`config.mk`:
```
export PLATFORM = sky130hd
export DESIGN_NAME = uhf_tx_mode_sequencer
export DESIGN_NICKNAME = d
export VERILOG_FILES = /design/src/shared/tx_seq_pkg.sv /design/src/design/clk_out_divider.sv /design/src/design/uhf_tx_mode_sequencer.sv
export SDC_FILE = /design/constraint.sdc
export NUM_CORES = 1
export LEC_CHECK = 0
export BUFFER_PORTS_ARGS = -buffer_cell sky130_fd_sc_hd__buf_2
export CAP_MARGIN = 20
export CORE_ASPECT_RATIO = 1.1
export CORE_MARGIN = 2
export CORE_UTILIZATION = 40
export CTS_BUF_LIST = sky130_fd_sc_hd__clkbuf_4
export DETAILED_ROUTE_END_ITERATION = 8
export GPL_ROUTABILITY_DRIVEN = 0
export GPL_TIMING_DRIVEN = 0
export HOLD_SLACK_MARGIN = 0.02
export PLACE_DENSITY_LB_ADDON = 0.2
export SLEW_MARGIN = 25
export SYNTH_ARGS = -nofsm -noshare
export SYNTH_HDL_FRONTEND = slang
export SYNTH_HIERARCHICAL = 1
export SYNTH_SLANG_ARGS = --single-unit
```
`constraint.sdc`:
```
create_clock -name clk_in -period 1.98 [get_ports clk_in]
set_clock_uncertainty 0.15 [all_clocks]
set_input_delay 0.099 -clock clk_in [delete_from_list [all_inputs] [get_ports clk_in]]
set_output_delay 0.099 -clock clk_in [all_outputs]
set_load 0.05 [all_outputs]
```
`src/shared/tx_seq_pkg.sv`:
```
// constants and types shared by the transmitter mode sequencer
package tx_seq_pkg;

   // ************************************************************
   // clock and timing
   // ************************************************************
   localparam int unsigned CLK_PERIOD_NS = 10;
   // lock time printed as a longest time, so cycles round down
   localparam int unsigned LOCK_TIME_NS  = 1000000;
   localparam int unsigned LOCK_CYCLES   = LOCK_TIME_NS / CLK_PERIOD_NS;
   localparam int unsigned LOCK_CNT_W    = 17;

   // ************************************************************
   // synthesizer and clock driver
   // ************************************************************
   localparam logic [6:0]  CARRIER_RATIO = 7'h40;
   localparam int unsigned CLK_DIVIDE    = 4;
   localparam int unsigned DIV_CNT_W     = 1;
   localparam logic [DIV_CNT_W-1:0] DIV_HALF_LAST = 1'h1;
   localparam logic        CLK_IDLE_LEVEL = 1'b0;

   // ************************************************************
   // modes and power enables
   // ************************************************************
   typedef enum logic [1:0] {
      MODE_STANDBY,
      MODE_SETTLE,
      MODE_LOCKED
   } mode_t;

   typedef struct packed {
      logic crystal_osc;
      logic synth;
      logic clk_driver;
      logic amp_drive_on;
   } power_t;

   localparam power_t POWER_ALL_OFF = '{default: 1'b0};

endpackage : tx_seq_pkg

```
`src/design/clk_out_divider.sv`:
```
// divider that drives the host clock output at a quarter of the oscillator rate
`timescale 1ns/1ps
`default_nettype none

module clk_out_divider
   import tx_seq_pkg::*;
(
   // clock and reset
   input  wire logic clk_in,
   input  wire logic srst_in,
   // control
   input  wire logic run_in,
   // clock output
   output var  logic div_clk_out
);

   // ************************************************************
   // half-period counter
   // ************************************************************
   logic [DIV_CNT_W-1:0] phase_ff;
   logic                 div_clk_ff;
   wire  logic           half_done;
   wire  logic [DIV_CNT_W-1:0] nxt_phase;
   wire  logic           nxt_div_clk;

   assign half_done   = (phase_ff == DIV_HALF_LAST);
   assign nxt_phase   = (!run_in || half_done) ? '0 : DIV_CNT_W'(phase_ff + 1'b1);
   // static level while the driver is off
   assign nxt_div_clk = !run_in ? CLK_IDLE_LEVEL :
                        (half_done ? ~div_clk_ff : div_clk_ff);

   always_ff @(posedge clk_in) begin
      if (srst_in) begin
         phase_ff   <= '0;
         div_clk_ff <= CLK_IDLE_LEVEL;
      end else begin
         phase_ff   <= nxt_phase;
         div_clk_ff <= nxt_div_clk;
      end
   end

   assign div_clk_out = div_clk_ff;

endmodule // clk_out_divider

`default_nettype wire

```
`src/design/uhf_tx_mode_sequencer.sv`:
```
// mode and transmit-sequence control of the uhf pll transmitter
`timescale 1ns/1ps
`default_nettype none

module uhf_tx_mode_sequencer
   import tx_seq_pkg::*;
#(
   parameter int unsigned LOCK_WAIT = LOCK_CYCLES
)
(
   // clock and reset
   input  wire logic       clk_in,
   input  wire logic       srst_in,
   // host control pins
   input  wire logic       chip_en_in,
   input  wire logic       amp_en_in,
   input  wire logic       pull_closed_in,
   // power state
   output var  power_t     power_out,
   output var  logic       locked_out,
   // synthesizer
   output var  logic [6:0] carrier_ratio_out,
   output var  logic       freq_low_out,
   // clock to host
   output var  logic       clk_out
);

   // ************************************************************
   // mode decode
   // ************************************************************
   mode_t                 mode_ff;
   mode_t                 nxt_mode;
   logic [LOCK_CNT_W-1:0] lock_cnt_ff;
   power_t                power_ff;
   logic                  locked_ff;
   logic [6:0]            ratio_ff;
   logic                  freq_low_ff;

   localparam logic [LOCK_CNT_W-1:0] LOCK_LAST = LOCK_CNT_W'(LOCK_WAIT - 1);

   wire logic             lock_done;
   wire logic             active;
   wire logic             in_settle;
   wire logic             lock_run;
   wire logic             amp_req;
   wire logic             pull_req;
   wire logic             clk_run;
   wire logic [LOCK_CNT_W-1:0] nxt_lock_cnt;
   wire power_t           nxt_power;
   wire logic             nxt_locked;
   wire logic [6:0]       nxt_ratio;
   wire logic             nxt_freq_low;

   assign lock_done = (lock_cnt_ff == LOCK_LAST);
   assign in_settle = (mode_ff == MODE_SETTLE);
   // chip enable low means standby whatever the amplifier enable does
   assign active    = chip_en_in;
   // the timer only counts while settling with the chip still enabled
   assign lock_run  = in_settle & active;

   // ************************************************************
   // keying decode
   // ************************************************************
   // keying requests only count while the chip is enabled
   assign amp_req   = active & amp_en_in;
   // a closed switch only matters with the oscillator running
   assign pull_req  = active & pull_closed_in;

   // ************************************************************
   // mode sequence
   // ************************************************************
   // standby, then settle while the synthesizer locks, then locked
   always_comb begin
      nxt_mode = mode_ff;
      case (mode_ff)
         MODE_STANDBY: begin
            if (active) begin
               nxt_mode = MODE_SETTLE;
            end
         end
         MODE_SETTLE: begin
            if (!active) begin
               nxt_mode = MODE_STANDBY;
            end else if (lock_done) begin
               nxt_mode = MODE_LOCKED;
            end
         end
         MODE_LOCKED: begin
            if (!active) begin
               nxt_mode = MODE_STANDBY;
            end
         end
         default: begin
            nxt_mode = MODE_STANDBY;
         end
      endcase
   end

   // ************************************************************
   // lock timer
   // ************************************************************
   assign nxt_lock_cnt = !lock_run ? '0 :
                         (lock_done ? lock_cnt_ff :
                          LOCK_CNT_W'(lock_cnt_ff + 1'b1));

   always_ff @(posedge clk_in) begin
      if (srst_in) begin
         lock_cnt_ff <= '0;
      end else begin
         lock_cnt_ff <= nxt_lock_cnt;
      end
   end

   // ************************************************************
   // mode register
   // ************************************************************
   always_ff @(posedge clk_in) begin
      if (srst_in) begin
         mode_ff <= MODE_STANDBY;
      end else begin
         mode_ff <= nxt_mode;
      end
   end

   // ************************************************************
   // lock indication
   // ************************************************************
   // locked is registered on the same edge as the mode change
   assign nxt_locked = (nxt_mode == MODE_LOCKED);

   always_ff @(posedge clk_in) begin
      if (srst_in) begin
         locked_ff <= 1'b0;
      end else begin
         locked_ff <= nxt_locked;
      end
   end

   // ************************************************************
   // power control
   // ************************************************************
   assign nxt_power.crystal_osc  = active;
   assign nxt_power.synth        = active;
   assign nxt_power.clk_driver   = active;
   // keying follows the pin directly; the host keeps it low while settling
   assign nxt_power.amp_drive_on = amp_req;

   // ************************************************************
   // power register
   // ************************************************************
   always_ff @(posedge clk_in) begin
      if (srst_in) begin
         power_ff <= POWER_ALL_OFF;
      end else begin
         power_ff <= nxt_power;
      end
   end

   // ************************************************************
   // carrier ratio
   // ************************************************************
   // ratio only reported while the synthesizer runs
   assign nxt_ratio = active ? CARRIER_RATIO : '0;

   always_ff @(posedge clk_in) begin
      if (srst_in) begin
         ratio_ff <= '0;
      end else begin
         ratio_ff <= nxt_ratio;
      end
   end

   // ************************************************************
   // frequency keying
   // ************************************************************
   // pulling capacitor lowers the reference and so the carrier
   assign nxt_freq_low = pull_req;

   always_ff @(posedge clk_in) begin
      if (srst_in) begin
         freq_low_ff <= 1'b0;
      end else begin
         freq_low_ff <= nxt_freq_low;
      end
   end

   // ************************************************************
   // clock output
   // ************************************************************
   // the divider sees the next driver state so its clock starts with the other enables
   assign clk_run = nxt_power.clk_driver;

   clk_out_divider u_clk_div (
      .clk_in      (clk_in),
      .srst_in     (srst_in),
      .run_in      (clk_run),
      .div_clk_out (clk_out)
   );

   // ************************************************************
   // outputs
   // ************************************************************
   // every output comes straight from a register
   assign power_out         = power_ff;
   assign locked_out        = locked_ff;
   assign carrier_ratio_out = ratio_ff;
   assign freq_low_out      = freq_low_ff;

endmodule // uhf_tx_mode_sequencer

`default_nettype wire

```
==> summary.md <==
| Metric | Value |
|---|---|
| Outcome | finished clean |
| Crit-path max FO | 6 |
| Final Non-Filler Cells | 192 |
| Critical Path RT | 2100 ps |
| Post-route DRC | 0 |
| Clk_lat worst skew | 330 ps |
| Ys Warns | 6 |
| Post-synthesis cell count | 128 |
| Top Ports | 19 |
| Fin crit period | 1840 ps |
| DIE AREA | 0.00327 sq mm |
| Tot GR Track Use | 0.146 |
| Final worst slack | 138 ps |
| Routed WL per cell | 11.1 microns |
| Avg Cell Area, Syn | 8.85 sq um |
| Number of fill cells in the layout | 263 |
| Initial DRC count | 23 |
| Largest net degree at the start of global routing | 14 |
| Starting Density | 0.415 |
| Die height | 59.8 microns |
| Hold Path Stages | 1 |
| Ys flop type | dfxtp_1 |
| Pins Over Slew Limit | 0 |
| Post-synthesis sequential area ratio | 0.442 |
| Sw Pwr | 227 uW |
| Worst slack at placement | -51.1 ps |
| Root Driver | clkbuf_4 |
| Reg area | 505 sq um |
| Die X | 54.7 microns |
| RSZ-0062 raised after global routing | no |
| Final nets | 166 |
| First-pass GRT wire length | 3440 microns |
| Worst-path clk slew | 140 ps |
| Antenna Cells | 0 |
| Total power | 863 uW |
| Max cap viols | 0 |
| H-tree levels | 1 |
| Final setup violation count | 0 |
| Number of global-route vias before repair | 832 |
| DRT Wirelength | 2140 microns |
| Clk network pwr share | 0.292 |
| CTS tree | built |
| CTS sink cnt | 25 |
| Net Sw Frac | 0.263 |
| Multi-input gate area in the final layout | 564 sq um |
| Distinct cells, synth | 36 |
| Final HPWL DP | 1460 microns |
| Actual slew at the worst max-slew pin | 675 ps |
| Buffers on Ports | 12 |
| Crit path arrival time | 1960 ps |
| Power Density | 623 mW/mm^2 |
| Site Rows | 20 |
| Internal power | 636 uW |
| Netlist Area Pre-Place | 0.00113 sq mm |
| Fin. Hold Viols | 0 |
| Global route overflow | 0 |
| CTS Buf Count | 3 |
| Inst Count DP | 178 |
| Highest Clock Rate | 543 MHz |
| Clock Path Buffers | 2 |
| Initial antenna violation count | 0 |
| #FFs+latches synth | 25 |
| Comb power frac | 0.113 |
| Placed cell areas | 0.00125 sq mm |
| Area growth syn-to-layout | 22.3% |
| Post-synth EDFFs | 0 |
| Hold Crit Class | flop to flop |
| Final ANT Viol Nets | 0 |
| Async S/R FF share, synth | 0 |
| Critical Path Source Type | flop |
| Worst-case reg-to-reg path depth | 4 |
| DRT Pass-1 Iters | 4 |
| Crit. End Element | flop |
| Fin area | 0.00139 sq mm |
| Slew headroom | 0.544 |
| Proportion of layout cells with a drive suffix above 1 | 0.252 |
| Setup CP Type | flop to flop |
| DR vias/cell | 4.99 |
| CORE AREA | 0.00273 sq mm |
| DR vias | 958 |
| Max IR drop VDD | 0.000295 V |
| Static Leak | 0.000514 uW |
| Tcrit/Tclk final | 0.931 |
| Sequential power share | 0.595 |
## path summary, 6_finish.rpt
kind / start / endpoint / slack, ps
worst max-delay path: lock_cnt_ff[2] / lock_cnt_ff[13] / 140
worst min-delay path: u_clk_div/half_done / u_clk_div/half_done / 290
worst max register to register: lock_cnt_ff[2] / lock_cnt_ff[13] / 140
worst min register to register: u_clk_div/half_done / u_clk_div/half_done / 290
## what timing repair did
| item | CTS | global route |
|---|---|---|
| hold buffers | 7 | 0 |
| gates cloned | 0 | 1 |
| endpoints found under the hold margin | 9 | 0 |
| endpoints found under the setup margin | 2 | 6 |
| gates resized for setup | 0 | 6 |
| buffers inserted | 1 | 1 |
| pin swaps | 1 | 2 |
## state kept, by name, indices dropped and copies added (netlist names)
| register | cells |
|---|---|
| carrier_ratio_out | 1 |
| freq_low_out | 1 |
| lock_cnt_ff | 17 |
| locked_out | 1 |
| mode_ff | 2 |
| power_out | 1 |
| u_clk_div/div_clk_out | 1 |
| u_clk_div/half_done | 1 |
## metrics by stage
stage                     hold slack [ps]  setup TNS, ps  utilization
final                                 292              0        0.508
after global placement                156              0        0.459
after detailed placement              158          -55.9        0.459
after global routing                  302              0        0.508
after CTS                             296              0        0.499
after floorplan                      68.8              0            -
## layout by cell type (no fill, tap or decap), types with 6 or more instances in the layout
cell           Yosys  layout
dlygate4sd3_1      0       7
nand2_1            6       6
buf_2              0      13
nor2_1            18      18
xnor2_1            7       7
conb_1             1       6
dfxtp_1           25      21
buf_4              9      10
## synth_stat cells, types with 2 or more instances
cell       n  area [sq um]
or2_2      2          12.5
dfxtp_1   25           500
a21oi_1    5          25.0
xnor2_1    7          61.3
nand3b_1   2          15.0
inv_1      5          18.8
nand2b_1   3          18.8
or3_1      2          12.5
o21ai_0    5          25.0
nor2_1    18          67.6
buf_4      9          67.6
nand3_1    5          25.0
nor3_1     5          25.0
nor4_1     3          18.8
nand2_1    6          22.5
nand4_1    4          25.0
and2_1     2          12.5
xor2_1     2          17.5
## power by group through the flow
stage / Clock (uW) / Sequential, uW / Combinational (uW)
after CTS: 255 / 514 / 97.4
after detailed placement: 0 / 525 / 87.3
after global routing: 277 / 515 / 104
final: 252 / 514 / 97.7
after floorplan: 0 / 536 / 62.1
after global placement: 0 / 524 / 86.8
## area by class of cell
class / count / area share
Multi-Input combinational cell: 93 / 0.407
Sequential cell: 25 / 0.365
Timing Repair Buffer: 22 / 0.111
Buffer: 10 / 0.0515
Tap cell: 33 / 0.0298
Clock buffer: 4 / 0.0217
Inverter: 5 / 0.0136
## routing by layer
layer | share of wire | routed length [microns] | up-vias | GRT usage
li1 | - | - | 491 | -
met5 | 0 | 0 | - | 0
met2 | 0.48 | 1030 | 19 | 0.243
met1 | 0.47 | 1000 | 444 | 0.175
met3 | 0.037 | 80 | 4 | 0.0300
met4 | 0.014 | 29 | 0 | 0.0679
## kinds of logic after synthesis
kind of cell | Yosys count | share of synthesized area
AOI/OAI and AO/OA | 15 | 0.0762
xor gates and xnor gates | 9 | 0.0696
adders and majority gates | 1 | 0.0110
buffers and inverters | 15 | 0.0796
DFF | 25 | 0.442
muxes | 2 | 0.0188
other | 1 | 0.00331
and+or+nand+nor | 60 | 0.299
## worst max-delay path: stages (launching register included)
cell and delay [ps]:
dfxtp_1 430, nand4_1 200, or4_4 560, or3_1 320
a21oi_1 140
(Power assumes the default switching activity.)
